<file path="src/core/tct_pkg.sv">
// Shared constants of the temperature conversion and thermostat core.
// Assumes a single 40 MHz clock; times are converted to cycle counts here.
package tct_pkg;

    // ----------------------------------------------------------------
    // Clock and timing
    // ----------------------------------------------------------------
    localparam int unsigned CLK_MHZ = 40;
    localparam int unsigned T_CONV9_MAX_US = 93750;
    localparam int unsigned T_NV_WRITE_MAX_US = 10000;
    localparam int unsigned CONV9_CYCLES = T_CONV9_MAX_US * CLK_MHZ;
    localparam int unsigned NV_WRITE_CYCLES = T_NV_WRITE_MAX_US * CLK_MHZ;

    // ----------------------------------------------------------------
    // Host commands
    // ----------------------------------------------------------------
    typedef enum logic [2:0] {
        TCT_CMD_BEGIN = 3'b000,
        TCT_CMD_HALT = 3'b001,
        TCT_CMD_READ_TEMP = 3'b010,
        TCT_CMD_HIGH_TRIP = 3'b011,
        TCT_CMD_LOW_TRIP = 3'b100,
        TCT_CMD_SETUP = 3'b101
    } tct_cmd_t;

    // ----------------------------------------------------------------
    // Setup and status field positions
    // ----------------------------------------------------------------
    localparam int unsigned SETUP_DONE_BIT = 7;
    localparam int unsigned SETUP_HIGH_FLAG_BIT = 6;
    localparam int unsigned SETUP_LOW_FLAG_BIT = 5;
    localparam int unsigned SETUP_NV_BUSY_BIT = 4;
    localparam int unsigned SETUP_RES_HI_BIT = 3;
    localparam int unsigned SETUP_RES_LO_BIT = 2;
    localparam int unsigned SETUP_POL_BIT = 1;
    localparam int unsigned SETUP_SINGLE_BIT = 0;

    // ----------------------------------------------------------------
    // Reset and factory values
    // ----------------------------------------------------------------
    localparam logic [15:0] TEMP_RESET = 16'hc400;
    localparam logic [15:0] UPPER_TRIP_FACTORY = 16'h0f00;
    localparam logic [15:0] LOWER_TRIP_FACTORY = 16'h0a00;
    localparam logic [1:0] RES_RESET = 2'b11;
    localparam logic POL_FACTORY = 1'b0;
    localparam logic SINGLE_FACTORY = 1'b0;

    // ----------------------------------------------------------------
    // Result masks per resolution code (9, 10, 11, 12 bits)
    // ----------------------------------------------------------------
    localparam logic [15:0] MASK_9 = 16'hff80;
    localparam logic [15:0] MASK_10 = 16'hffc0;
    localparam logic [15:0] MASK_11 = 16'hffe0;
    localparam logic [15:0] MASK_12 = 16'hfff0;

    // ----------------------------------------------------------------
    // Sequencer states
    // ----------------------------------------------------------------
    typedef enum logic [0:0] {
        TCT_IDLE = 1'b0,
        TCT_CONVERT = 1'b1
    } tct_state_t;

endpackage

</file>
<file path="src/core/tct_core.sv">
// Conversion sequencer, result store, trip points and thermostat output.
// Assumes the converter code and host command strobes come from logic on clk.
`timescale 1ns/1ps

module tct_core #(
    parameter bit AUTO_START = 1'b0,
    parameter int unsigned CONV9_CYC = tct_pkg::CONV9_CYCLES,
    parameter int unsigned NV_WR_CYC = tct_pkg::NV_WRITE_CYCLES
) (
    // Clock and reset
    input wire logic clk,
    input wire logic rstn,
    // Host command port
    input wire logic cmd_valid,
    input wire tct_pkg::tct_cmd_t cmd_code,
    input wire logic cmd_write,
    input wire logic [15:0] cmd_wdata,
    output logic [15:0] cmd_rdata,
    output logic cmd_rvalid,
    // Converter result, 12-bit two's complement in 1/16 degree
    input wire logic [11:0] adc_code,
    // Status and thermostat pins
    output logic converting,
    output logic thermostat_out
);
    import tct_pkg::*;

    // ----------------------------------------------------------------
    // Declarations
    // ----------------------------------------------------------------
    tct_state_t state_reg;
    logic continuous_reg;
    logic [25:0] conv_cnt_reg;
    logic [15:0] temp_reg;
    logic [15:0] upper_trip_reg;
    logic [15:0] lower_trip_reg;
    logic [1:0] res_reg;
    logic pol_reg;
    logic single_reg;
    logic high_flag_reg;
    logic low_flag_reg;
    logic [18:0] nv_cnt_reg;
    logic nv_busy;
    logic therm_active_reg;
    logic [15:0] res_mask;
    logic [25:0] conv_len;
    logic [15:0] new_temp;
    logic conv_done;
    logic begin_cmd;
    logic halt_cmd;
    logic nv_write;
    logic setup_write;
    logic [7:0] setup_view;

    // ----------------------------------------------------------------
    // Resolution and command decode
    // ----------------------------------------------------------------
    // Mask of the active result bits for the selected resolution
    always_comb begin
        case (res_reg)
            2'b00: res_mask = MASK_9;
            2'b01: res_mask = MASK_10;
            2'b10: res_mask = MASK_11;
            default: res_mask = MASK_12;
        endcase
    end

    // Base length shifted left by the resolution code doubles per bit
    assign conv_len = 26'(CONV9_CYC) << res_reg;

    // Code shifted left by four lands in bits 15..4, bit 14 weighs 2^6
    assign new_temp = {adc_code, 4'h0} & res_mask;

    assign conv_done = (state_reg == TCT_CONVERT) && (conv_cnt_reg == 26'h0000001);
    assign begin_cmd = cmd_valid && (cmd_code == TCT_CMD_BEGIN);
    assign halt_cmd = cmd_valid && (cmd_code == TCT_CMD_HALT);
    assign nv_busy = (nv_cnt_reg != 19'h00000);
    assign setup_write = cmd_valid && cmd_write && (cmd_code == TCT_CMD_SETUP);
    // Nonvolatile writes are refused while a previous one is still busy
    assign nv_write = cmd_valid && cmd_write && !nv_busy &&
        ((cmd_code == TCT_CMD_HIGH_TRIP) || (cmd_code == TCT_CMD_LOW_TRIP) ||
        ((cmd_code == TCT_CMD_SETUP) &&
        ({cmd_wdata[SETUP_POL_BIT], cmd_wdata[SETUP_SINGLE_BIT]} != {pol_reg, single_reg})));

    // ----------------------------------------------------------------
    // Conversion sequencer
    // ----------------------------------------------------------------
    // Idle or converting; auto variant starts out converting
    always_ff @(posedge clk or negedge rstn) begin
        if (!rstn) begin
            state_reg <= AUTO_START ? TCT_CONVERT : TCT_IDLE;
        end else begin
            case (state_reg)
                TCT_IDLE: begin
                    if (begin_cmd) begin
                        state_reg <= TCT_CONVERT;
                    end
                end
                TCT_CONVERT: begin
                    // Halt aborts; a begin here is ignored
                    if (halt_cmd) begin
                        state_reg <= TCT_IDLE;
                    end else if (conv_done && !continuous_reg) begin
                        state_reg <= TCT_IDLE;
                    end
                end
                default: state_reg <= TCT_IDLE;
            endcase
        end
    end

    // Mode is latched at the start so a setup change cannot split a run
    always_ff @(posedge clk or negedge rstn) begin
        if (!rstn) begin
            continuous_reg <= !SINGLE_FACTORY;
        end else if (state_reg == TCT_IDLE && begin_cmd) begin
            continuous_reg <= !single_reg;
        end
    end

    // Conversion timer, reloaded for each back to back conversion
    always_ff @(posedge clk or negedge rstn) begin
        if (!rstn) begin
            conv_cnt_reg <= 26'(CONV9_CYC) << RES_RESET;
        end else if (state_reg == TCT_IDLE) begin
            conv_cnt_reg <= conv_len;
        end else if (conv_done) begin
            conv_cnt_reg <= conv_len;
        end else begin
            conv_cnt_reg <= conv_cnt_reg - 26'h0000001;
        end
    end

    // ----------------------------------------------------------------
    // Result and thermostat
    // ----------------------------------------------------------------
    // Result register, written only at completion
    always_ff @(posedge clk or negedge rstn) begin
        if (!rstn) begin
            temp_reg <= TEMP_RESET;
        end else if (conv_done) begin
            temp_reg <= new_temp;
        end
    end

    // Hysteresis decided only at completion, held otherwise
    always_ff @(posedge clk or negedge rstn) begin
        if (!rstn) begin
            therm_active_reg <= 1'b0;
        end else if (conv_done) begin
            if ($signed(new_temp) >= $signed(upper_trip_reg & res_mask)) begin
                therm_active_reg <= 1'b1;
            end else if ($signed(new_temp) < $signed(lower_trip_reg & res_mask)) begin
                therm_active_reg <= 1'b0;
            end
        end
    end

    // Polarity applied after the decision; output one clock behind
    always_ff @(posedge clk or negedge rstn) begin
        if (!rstn) begin
            thermostat_out <= !POL_FACTORY;
        end else begin
            thermostat_out <= pol_reg ? therm_active_reg : !therm_active_reg;
        end
    end

    // Sticky excursion flags; a set in the clearing cycle wins
    always_ff @(posedge clk or negedge rstn) begin
        if (!rstn) begin
            high_flag_reg <= 1'b0;
            low_flag_reg <= 1'b0;
        end else begin
            if (conv_done && $signed(new_temp) > $signed(upper_trip_reg & res_mask)) begin
                high_flag_reg <= 1'b1;
            end else if (setup_write && !cmd_wdata[SETUP_HIGH_FLAG_BIT]) begin
                high_flag_reg <= 1'b0;
            end
            if (conv_done && $signed(new_temp) < $signed(lower_trip_reg & res_mask)) begin
                low_flag_reg <= 1'b1;
            end else if (setup_write && !cmd_wdata[SETUP_LOW_FLAG_BIT]) begin
                low_flag_reg <= 1'b0;
            end
        end
    end

    // ----------------------------------------------------------------
    // Setup and nonvolatile storage
    // ----------------------------------------------------------------
    // Volatile resolution bits are written immediately
    always_ff @(posedge clk or negedge rstn) begin
        if (!rstn) begin
            res_reg <= RES_RESET;
        end else if (setup_write) begin
            res_reg <= {cmd_wdata[SETUP_RES_HI_BIT], cmd_wdata[SETUP_RES_LO_BIT]};
        end
    end

    // Nonvolatile cells; reset stands in for the shipped contents
    always_ff @(posedge clk or negedge rstn) begin
        if (!rstn) begin
            upper_trip_reg <= UPPER_TRIP_FACTORY;
            lower_trip_reg <= LOWER_TRIP_FACTORY;
            pol_reg <= POL_FACTORY;
            single_reg <= SINGLE_FACTORY;
        end else if (nv_write) begin
            case (cmd_code)
                TCT_CMD_HIGH_TRIP: upper_trip_reg <= cmd_wdata;
                TCT_CMD_LOW_TRIP: lower_trip_reg <= cmd_wdata;
                default: begin
                    pol_reg <= cmd_wdata[SETUP_POL_BIT];
                    single_reg <= cmd_wdata[SETUP_SINGLE_BIT];
                end
            endcase
        end
    end

    // Busy time of a write; the worst case bounds the cycle
    always_ff @(posedge clk or negedge rstn) begin
        if (!rstn) begin
            nv_cnt_reg <= 19'h00000;
        end else if (nv_write) begin
            nv_cnt_reg <= 19'(NV_WR_CYC);
        end else if (nv_busy) begin
            nv_cnt_reg <= nv_cnt_reg - 19'h00001;
        end
    end

    // ----------------------------------------------------------------
    // Read path
    // ----------------------------------------------------------------
    // Status view; done bit low while a conversion runs
    always_comb begin
        setup_view = 8'h00;
        setup_view[SETUP_DONE_BIT] = (state_reg == TCT_IDLE);
        setup_view[SETUP_HIGH_FLAG_BIT] = high_flag_reg;
        setup_view[SETUP_LOW_FLAG_BIT] = low_flag_reg;
        setup_view[SETUP_NV_BUSY_BIT] = nv_busy;
        setup_view[SETUP_RES_HI_BIT] = res_reg[1];
        setup_view[SETUP_RES_LO_BIT] = res_reg[0];
        setup_view[SETUP_POL_BIT] = pol_reg;
        setup_view[SETUP_SINGLE_BIT] = single_reg;
    end

    // Read data one clock after the command, valid for one cycle
    always_ff @(posedge clk or negedge rstn) begin
        if (!rstn) begin
            cmd_rdata <= 16'h0000;
            cmd_rvalid <= 1'b0;
        end else begin
            cmd_rvalid <= cmd_valid && !cmd_write && (cmd_code != TCT_CMD_BEGIN) &&
                (cmd_code != TCT_CMD_HALT);
            if (cmd_valid && !cmd_write && (cmd_code != TCT_CMD_BEGIN) && (cmd_code != TCT_CMD_HALT)) begin
                case (cmd_code)
                    TCT_CMD_READ_TEMP: cmd_rdata <= temp_reg;
                    TCT_CMD_HIGH_TRIP: cmd_rdata <= upper_trip_reg & res_mask;
                    TCT_CMD_LOW_TRIP: cmd_rdata <= lower_trip_reg & res_mask;
                    TCT_CMD_SETUP: cmd_rdata <= {8'h00, setup_view};
                    default: cmd_rdata <= 16'h0000;
                endcase
            end
        end
    end

    // Conversion activity pin
    always_ff @(posedge clk or negedge rstn) begin
        if (!rstn) begin
            converting <= 1'b0;
        end else begin
            converting <= (state_reg == TCT_CONVERT);
        end
    end

endmodule

</file>
<file path="config.mk">
export PLATFORM = sky130hd
export DESIGN_NAME = tct_core
export DESIGN_NICKNAME = d
export VERILOG_FILES = /design/src/core/tct_pkg.sv /design/src/core/tct_core.sv
export SDC_FILE = /design/constraint.sdc
export NUM_CORES = 1
export LEC_CHECK = 0
export BUFFER_PORTS_ARGS = -buffer_cell sky130_fd_sc_hd__buf_2
export CORE_MARGIN = 2
export CORE_UTILIZATION = 30
export DETAILED_ROUTE_END_ITERATION = 10
export GPL_TIMING_DRIVEN = 1
export PLACE_DENSITY = 0.55
export SLEW_MARGIN = 20
export SYNTH_ARGS = -nofsm -noshare
export SYNTH_HDL_FRONTEND = slang
export SYNTH_SLANG_ARGS = --single-unit
</file>
<file path="constraint.sdc">
create_clock -name clk -period 5.9 [get_ports clk]
set_clock_uncertainty 0.15 [all_clocks]
set_input_delay 0.885 -clock clk [delete_from_list [all_inputs] [get_ports clk]]
set_output_delay 0.885 -clock clk [all_outputs]
set_load 0.05 [all_outputs]
</file>
==> results.yml, run 1 <==
outcome:
  status: "completed"
place:
  gp_congestion: 0.836
  dp_hpwl_um: 10600
  portBuffers: 53
  placed_area_mm2: 0.00626
global_route:
  first_global_vias: 4487
  grt.busiest_layer: "met2"
  use_met3_pct: 2.35
  grt_util_met2_pct: 24.5
  gr-total-overflow: 0
  antenna_found_initial: 1
  grt_max_degree: 74
  grt_use_total_pct: 14.6
  use_met1_pct: 18.6
  grt_first_pass_wirelength_um: 23200
critical_path:
  cp.arrival_ps: 3740
  worstSetupPathType: "reg -> reg"
  end_kind: "flip-flop"
  crit_path_start: "nv_cnt_reg[6]"
  required_ps: 5990
  worstReg2RegStart: "nv_cnt_reg[6]"
  crit_fanout: 14
  worstSetupStartpointType: "flip-flop"
  r2r_cells: 6
route:
  via_per_inst: 5.02
  routedWlPerCell_um: 16.4
  dr.pass1.iters: 4
  vias: 4306
  drtIter0Drc: 339
  routed_wl_um: 14100
  ant_nets: 0
  drc: 0
die:
  die_w_um: 143
  floorplan.rows: 50
  coreArea_mm2: 0.0188
  io_pins: 54
  die_area_mm2: 0.0204
  start_util_pct: 30.7
  die_y_um: 143
sta:
  drv_slew: 0
  tns_ps: 0
  fmax_mhz: 274
  hold_violations: 0
  slew-limit-headroom_pct: 35.9
  setup_viol: 0
  min_period_ps: 3640
  grt_setup_unrepaired: "false"
  tightest_slew_ps: 961
  period_share_pct: 61.8
logic_synthesis:
  ys_top_cells_by_count: "dfrtp_1 (86), nand2_1 (72), nor2_1 (44), o21ai_0 (35), a21oi_1 (34)"
  syn-num-nets: 636
  syn_avg_cell_area_um2: 10.1
  synthCells: 571
  synth_top_area_share_pct: 37.3
  ys.flop_type: "dfrtp_1"
  ys_seq_area_share_pct: 47.8
  synth_area_mm2: 0.00577
  synth.distinct_cells: 61
  synth_area_leader_cell: "dfrtp_1"
  async_reset_ff_share_pct: 100
  synth_edf_count: 0
  yosysMostFrequentCell: "dfrtp_1"
  synth_seq_cells: 109
  synth_area_leaders: "dfrtp_1 (37%), dfstp_2 (10%), ha_1 (6.5%), nand2_1 (4.7%), xnor2_1 (3.5%)"
  ys_warn_count: 0
cts:
  clkTransAtPathRegs_ps: 70
  cts_resized: 0
  cts_root_buf: "clkbuf_16"
  ctsHtreeMaxLevel: 3
  cts_hold_buffers: 0
  cts_setup_buffers: 0
  cts_buffers: 9
  clkLatencyLatePin_ps: 350
  clk_path_buf_depth: 2
  cts_sinks: 109
  cts_tree: "built"
job:
  maxCapViolCount: 0
power_and_ir_drop:
  p_switching_mw: 0.677
  switching_share_pct: 32.7
  power.density_mw_per_mm2: 317
  p_int_mw: 1.39
  combinationalPowerShare_pct: 22.8
  clkPwrFrac_pct: 28.4
  seq_power_share_pct: 48.8
  peakVddDrop_mv: 0.135
  power_leakage_nw: 2.89
min_path:
  worstHoldPathType: "reg -> reg"
  min_path_cells: 2
  hp-start: "temp_reg[10]"
layout:
  nFillCells: 1926
  nets: 683
  largest_reg_flops: 26
  syn2layout_area_growth_pct: 13.5
  diodes: 0
  drive_above_1_share_pct: 20.2
  stdcell_area_mm2: 0.00655
path summary, 6_finish.rpt:
kind	endpoint	slack, ps
min in group asynchronous	pol_reg	520
min reg2reg	temp_reg[10]	310
max in group asynchronous	conv_cnt_reg[9]	4070
min	temp_reg[10]	310
max reg2reg	lower_trip_reg[5]	2260
max	lower_trip_reg[5]	2260
area by class of cell:
type	count	area (um2)	area share, %
clock inverter	5	35.0	0.535
sequential	109	2760	42.1
inverter	29	109	1.66
timing repair buffer	55	283	4.32
multi-input combinational	414	2820	43.0
tap	234	293	4.47
clock buffer	11	253	3.86
worst max-delay path, cell delays in order, from the launching register on:
cell,delay (ps)
dfrtp_1,420
or3_4,430
or4b_4,570
nor4_4,630
nand2_2,210
nor3_4,700
mux2_2,410
cells in the final DEF (no fill, tap or decap), types with 3 or more instances in the layout:
cell	netlist	routed
nor2b_1	6	6
a31oi_1	3	3
mux2_4	10	10
dfstp_2	23	23
nor3b_1	3	3
dfrtp_1	86	86
nand2b_1	6	6
or3_1	8	8
a21oi_1	34	34
buf_4	0	3
mux2i_1	13	13
nand3_1	9	9
xnor2_1	23	23
clkbuf_16	0	9
nor3_1	11	11
mux2_2	8	8
xor2_1	13	13
buf_2	5	52
nor4_1	9	8
a21o_1	3	3
o21ai_0	35	35
ha_1	30	30
nor2_1	44	44
nand2_1	72	72
clkinvlp_4	0	4
o31ai_1	5	5
o211ai_1	3	3
inv_1	29	29
or4_1	5	5
or2_2	6	6
and2_1	4	4
a22o_1	14	14
metal layers:
metal	share of wire, %	up-vias
li1	-	2094
met1	45	2116
met4	2.4	0
met5	0	-
met2	49	72
met3	4.0	24
stage by stage:
stage               total power [mW]  util (%)  cells  hold WS, ps  setup slack [ps]
finish                          2.07      34.9    857          310              2260
CTS                             2.09      34.9    857          315              2200
global placement                1.48      33.3    841          294              2300
global route                    2.19      34.9    857          333              2010
floorplan                       1.35         -    571          254              3150
detailed placement              1.50      33.3    841          304              2210
power by group through the flow:
stage	registers, mW	clock network, mW	logic [mW]
2_1_floorplan	1.03	0	0.321
3_3_place_gp	1.02	0	0.466
3_5_place_dp	1.02	0	0.477
4_1_cts	1.01	0.606	0.479
5_1_grt	1.03	0.631	0.535
6_report	1.01	0.588	0.473
cell families after synthesis:
group | count (synthesis) | synth area share (%)
simple gates | 197 | 17.0
mux | 31 | 6.42
flops | 109 | 47.8
compound gates | 119 | 13.1
buf+inv | 48 | 3.49
xor+xnor | 36 | 5.47
fa+ha+maj | 31 | 6.68
No activity file was read; power rests on OpenSTA's default activity.
==> run 2, diff against run 1 <==
==> constraint.sdc (replaced) <==
create_clock -name clk -period 3.5 [get_ports clk]
set_clock_uncertainty 0.15 [all_clocks]
set_input_delay 0.525 -clock clk [delete_from_list [all_inputs] [get_ports clk]]
set_output_delay 0.525 -clock clk [all_outputs]
set_load 0.05 [all_outputs]
==> results.yml, run 2 (synthesis gave the netlist of run 1 again) <==
outcome:
  status: "completed"
min_path:
  worstHoldPathType: "in -> async"
route:
  wl_met1_um: 6400
  wl_met3_um: 511
  routedWlPerCell_um: 16.1
  via_per_inst: 5.00
  vias: 4318
  routed_wl_um: 13900
  dr.max_layer_used: "met4"
  ant_nets: 0
  drtIter0Drc: 222
  dr_wl_met2_um: 6790
  drc: 0
  dr.pass1.iters: 5
die:
  die_w_um: 143
  die_y_um: 143
  floorplan.rows: 50
  die_area_mm2: 0.0204
  start_util_pct: 30.7
  io_pins: 54
  coreArea_mm2: 0.0188
global_route:
  grt_max_degree: 63
  antenna_found_initial: 0
  grt_first_pass_wirelength_um: 23100
  first_global_vias: 4438
  grt_use_total_pct: 14.5
  gr-total-overflow: 0
critical_path:
  worst_path_dominant_cell_family: "simple AND/OR/NAND/NOR gates"
  slowest_stage: "or4b_4"
  cpPeakStageDelay_ps: 570
  r2r_cells: 7
  required_ps: 3590
  worstSetupPathType: "reg -> reg"
  path_cells: "or3_4 > or4b_4 > nor4_4 > nand2_2 > nor3_4 > buf_4 > mux2_2"
  worstReg2RegStart: "nv_cnt_reg[6]"
  endpoint: "lower_trip_reg[4]"
  cp.depth: 7
  reg2reg_slack_ps: 620
  end_kind: "flip-flop"
  cp_num_buf_inv: 1
  worstSetupStartpointType: "flip-flop"
  crit_fanout: 12
  reg2reg_to: "lower_trip_reg[4]"
  cp.arrival_ps: 2970
  crit_path_start: "nv_cnt_reg[6]"
sta:
  tightest_slew_ps: 1010
  whs_ps: 51.4
  min_period_ps: 2880
  fmax_mhz: 347
  period_share_pct: 82.4
  grt_setup_unrepaired: "false"
  setup_viol: 0
  slew-limit-headroom_pct: 32.8
  tns_ps: 0
  drv_slew: 0
  hold_violations: 0
cts:
  cts_root_buf: "clkbuf_16"
  cts_buffers: 9
  clk_path_buf_depth: 2
  cts_resized: 0
  cts_setup_buffers: 0
  clkTransAtPathRegs_ps: 80
  cts_hold_buffers: 0
  cts_sinks: 109
  ctsHtreeMaxLevel: 3
  clkLatencyLatePin_ps: 360
  cts_tree: "built"
layout:
  layout_commonest_cell: "dfrtp_1"
  mostFrequentLayoutCells: "dfrtp_1 (86), nand2_1 (72), buf_2 (52)"
  drive_above_1_share_pct: 21.0
  syn2layout_area_growth_pct: 14.6
  diodes: 0
  nets: 690
  final_cells: 864
  largest_reg_flops: 26
place:
  dp.cells: 848
  gp_congestion: 0.829
  portBuffers: 53
  dp_hpwl_um: 10400
power_and_ir_drop:
  peakVddDrop_mv: 0.211
  power.density_mw_per_mm2: 530
  power_leakage_nw: 2.94
job:
  maxCapViolCount: 0
## run 2: layer usage
metal	track usage (%)	vias up
met5	0	-
met4	4.12	0
met3	3.52	16
met2	24.1	61
met1	18.9	2133
li1	-	2108
## run 2: power by group
group | switching (mW) | leakage (nW) | total, mW | internal [mW]
clock network | 0.491 | 0.137 | 0.988 | 0.498
registers | 0.200 | 1.29 | 1.71 | 1.51
logic | 0.482 | 1.51 | 0.810 | 0.328
## run 2: cell type report
cell class	count	area, um2
clock inverters	6	56.3
inverters	29	109
repair buffers	62	348
fillers	1888	12200
well taps	234	293
multi-input cells	414	2820
clock buffers	10	229
flip-flops and latches	109	2760
## run 2: per-stage QoR
step | instance area (um2) | power, mW | setup slack [ps] | util [%]
final | 6610 | 3.50 | 617 | 35.2
after global routing | 6610 | 3.73 | 386 | 35.2
after CTS | 6610 | 3.55 | 606 | 35.2
after detailed placement | 6320 | 2.54 | 620 | 33.7
after global placement | 6320 | 2.51 | 649 | 33.7
after floorplan | 5770 | 2.28 | 765 | -
## run 2: worst min-delay path by stage
stage,end,cells after the start
after CTS,conv_cnt_reg[13],1
after detailed placement,temp_reg[10],2
final,conv_cnt_reg[20],1
after floorplan,cmd_rdata[0],0
after global placement,temp_reg[10],2
after global routing,conv_cnt_reg[13],1
==> run 3, diff against run 2 <==
--- a/config.mk
+++ b/config.mk
@@ -5,12 +5,13 @@
 export SDC_FILE = /design/constraint.sdc
 export NUM_CORES = 1
 export LEC_CHECK = 0
+export ABC_AREA = 1
 export BUFFER_PORTS_ARGS = -buffer_cell sky130_fd_sc_hd__buf_2
 export CORE_MARGIN = 2
 export CORE_UTILIZATION = 30
 export DETAILED_ROUTE_END_ITERATION = 10
 export GPL_TIMING_DRIVEN = 1
-export PLACE_DENSITY = 0.55
+export PLACE_DENSITY = 0.57
 export SLEW_MARGIN = 20
 export SYNTH_ARGS = -nofsm -noshare
 export SYNTH_HDL_FRONTEND = slang
==> constraint.sdc (replaced) <==
create_clock -name clk -period 2.61 [get_ports clk]
set_clock_uncertainty 0.15 [all_clocks]
set_input_delay 0.3915 -clock clk [delete_from_list [all_inputs] [get_ports clk]]
set_output_delay 0.3915 -clock clk [all_outputs]
set_load 0.05 [all_outputs]
==> results.yml, run 3 <==
die:
  die_w_um: 146
  floorplan.rows: 51
  start_util_pct: 30.8
  die_area_mm2: 0.0213
  coreArea_mm2: 0.0196
  die_y_um: 146
  io_pins: 54
global_route:
  grt_max_degree: 55
  antenna_found_initial: 2
  first_global_vias: 4875
  gr-total-overflow: 0
  grt_first_pass_wirelength_um: 24600
  grt_use_total_pct: 14.3
logic_synthesis:
  async_reset_ff_share_pct: 100
  syn-num-nets: 812
  synth_top_area_share_pct: 35.6
  syn_avg_cell_area_um2: 8.08
  ys_top_cells_by_count: "nand2_1 (171), inv_1 (106), dfrtp_1 (86), nor2_1 (80), o21ai_0 (52)"
  synth_edf_count: 0
  synth_area_leaders: "dfrtp_1 (36%), nand2_1 (11%), dfstp_2 (10%), inv_1 (6.6%), ha_1 (6.2%)"
  ys_warn_count: 0
  synth_area_leader_cell: "dfrtp_1"
  yosysMostFrequentCell: "nand2_1"
  synth.distinct_cells: 39
  synth_area_mm2: 0.00604
  synthCells: 747
  ys_seq_area_share_pct: 45.7
  ys.flop_type: "dfrtp_1"
  synth_seq_cells: 109
layout:
  final_cells: 1080
  largest_reg_flops: 26
  stdcell_area_mm2: 0.00698
  drive_above_1_share_pct: 16.5
  nets: 874
  utilization_pct: 35.6
  mostFrequentLayoutCells: "nand2_1 (171), inv_1 (106), dfrtp_1 (86)"
  layout_commonest_cell: "nand2_1"
  syn2layout_area_growth_pct: 15.6
cts:
  cts_root_buf: "clkbuf_16"
  clkTransAtPathRegs_ps: 70
  cts_tree: "built"
  clkLatencyLatePin_ps: 370
  cts_buffers: 9
  cts_resized: 0
  ctsHtreeMaxLevel: 3
  cts_sinks: 109
  clk_path_buf_depth: 2
critical_path:
  path_cells: "inv_1 > ha_1 > nand3_1 > nor2_1 > nand3_1 > nor2_1 > nand2_2 > clkinv_4 > nand2_4 > nand2_1 > o21ai_1"
  crit_fanout: 24
  worstSetupPathType: "reg -> reg"
  r2r_cells: 11
  end_kind: "flip-flop"
  worstReg2RegStart: "nv_cnt_reg[0]"
  slowest_stage: "dfrtp_1"
  reg2reg_to: "lower_trip_reg[8]"
  required_ps: 2700
  crit_path_start: "nv_cnt_reg[0]"
  cpPeakStageDelay_ps: 430
  cp.arrival_ps: 2330
  reg2reg_slack_ps: 370
  endpoint: "lower_trip_reg[8]"
  worstSetupStartpointType: "flip-flop"
place:
  placed_area_mm2: 0.00664
  portBuffers: 53
  dp_hpwl_um: 11100
  gp_congestion: 0.866
  dp_slack_ps: 372
  dp.cells: 1062
route:
  vias: 4842
  routedWlPerCell_um: 13.4
  routed_wl_um: 14500
  drtIter0Drc: 276
  via_per_inst: 4.48
  dr.pass1.iters: 5
  drc: 0
  ant_nets: 0
job:
  maxCapViolCount: 0
min_path:
  min_path_cells: 3
  worstHoldPathType: "in -> reg"
sta:
  drv_slew: 0
  grt_setup_unrepaired: "false"
  fin_ws_ps: 368
  hold_violations: 0
  tightest_slew_ps: 580
  setup_viol: 0
  whs_ps: 102
  fmax_mhz: 446
  slew-limit-headroom_pct: 61.2
  period_share_pct: 85.9
  min_period_ps: 2240
  tns_ps: 0
power_and_ir_drop:
  p_int_mw: 3.15
  power_leakage_nw: 3.32
  peakVddDrop_mv: 0.309
  power.total_mw: 4.61
  seq_power_share_pct: 46.1
  p_switching_mw: 1.45
  combinationalPowerShare_pct: 21.0
  switching_share_pct: 31.6
  power.density_mw_per_mm2: 660
  clkPwrFrac_pct: 32.9
outcome:
  status: "completed"
-- run 3: worst max-delay path, delay by kind of cell (launching register included) --
kind / cells / cell delay (ps)
compound gates: 1 / 60
fa+ha+maj: 1 / 180
buf+inv: 2 / 250
flops: 1 / 430
simple gates: 7 / 1040
-- run 3: cell type report --
| type | instances | area [um2] |
|---|---|---|
| multi-input combinational | 515 | 2780 |
| timing repair buffer | 64 | 365 |
| tap | 265 | 332 |
| fill | 2069 | 12600 |
| inverter | 110 | 418 |
| sequential | 109 | 2760 |
| antenna | 1 | 2.50 |
| clock buffer | 11 | 243 |
| clock inverter | 5 | 83.8 |
-- run 3: power by group through the flow --
| stage | clock network (mW) | logic [mW] | registers (mW) |
|---|---|---|---|
| after floorplan | 0 | 0.639 | 2.18 |
| after global placement | 0 | 0.966 | 2.15 |
| after detailed placement | 0 | 0.975 | 2.15 |
| after CTS | 1.56 | 0.982 | 2.12 |
| after global routing | 1.62 | 1.13 | 2.15 |
| final | 1.51 | 0.969 | 2.12 |
-- run 3: layer usage --
layer | track usage [%] | part of all wire (%) | vias up
met2 | 23.5 | 47 | 66
met4 | 2.99 | 1.2 | 0
met5 | 0 | 0 | -
met1 | 18.8 | 48 | 2254
met3 | 4.04 | 3.9 | 15
li1 | - | - | 2507
-- run 3: cells by family (layout without fill, tap and decap cells) --
kind of cell	count (synthesis)	count (layout)	share of synthesized area (%)
AOI/OAI and AO/OA	115	115	10.1
xor gates and xnor gates	33	33	4.79
adders and majority gates	30	30	6.22
buffers and inverters	123	190	8.33
DFF	109	109	45.7
muxes	9	9	1.68
other	0	1	0
and+or+nand+nor	328	328	23.2
-- run 3: worst min-delay path by stage --
stage,start,slack [ps],endpoint
after detailed placement,rstn,130,conv_cnt_reg[12]
after global routing,cmd_wdata[11],100,upper_trip_reg[11]
after global placement,rstn,130,conv_cnt_reg[12]
final,cmd_wdata[11],100,upper_trip_reg[11]
after floorplan,rstn,-50,cmd_rdata[0]
after CTS,cmd_wdata[11],90,upper_trip_reg[11]
-- run 3: timing repair --
action / 4_1_cts / 5_1_grt
hold endpoints to repair: 16 / 0
buffers inserted: 0 / 0
hold buffers: 1 / 0
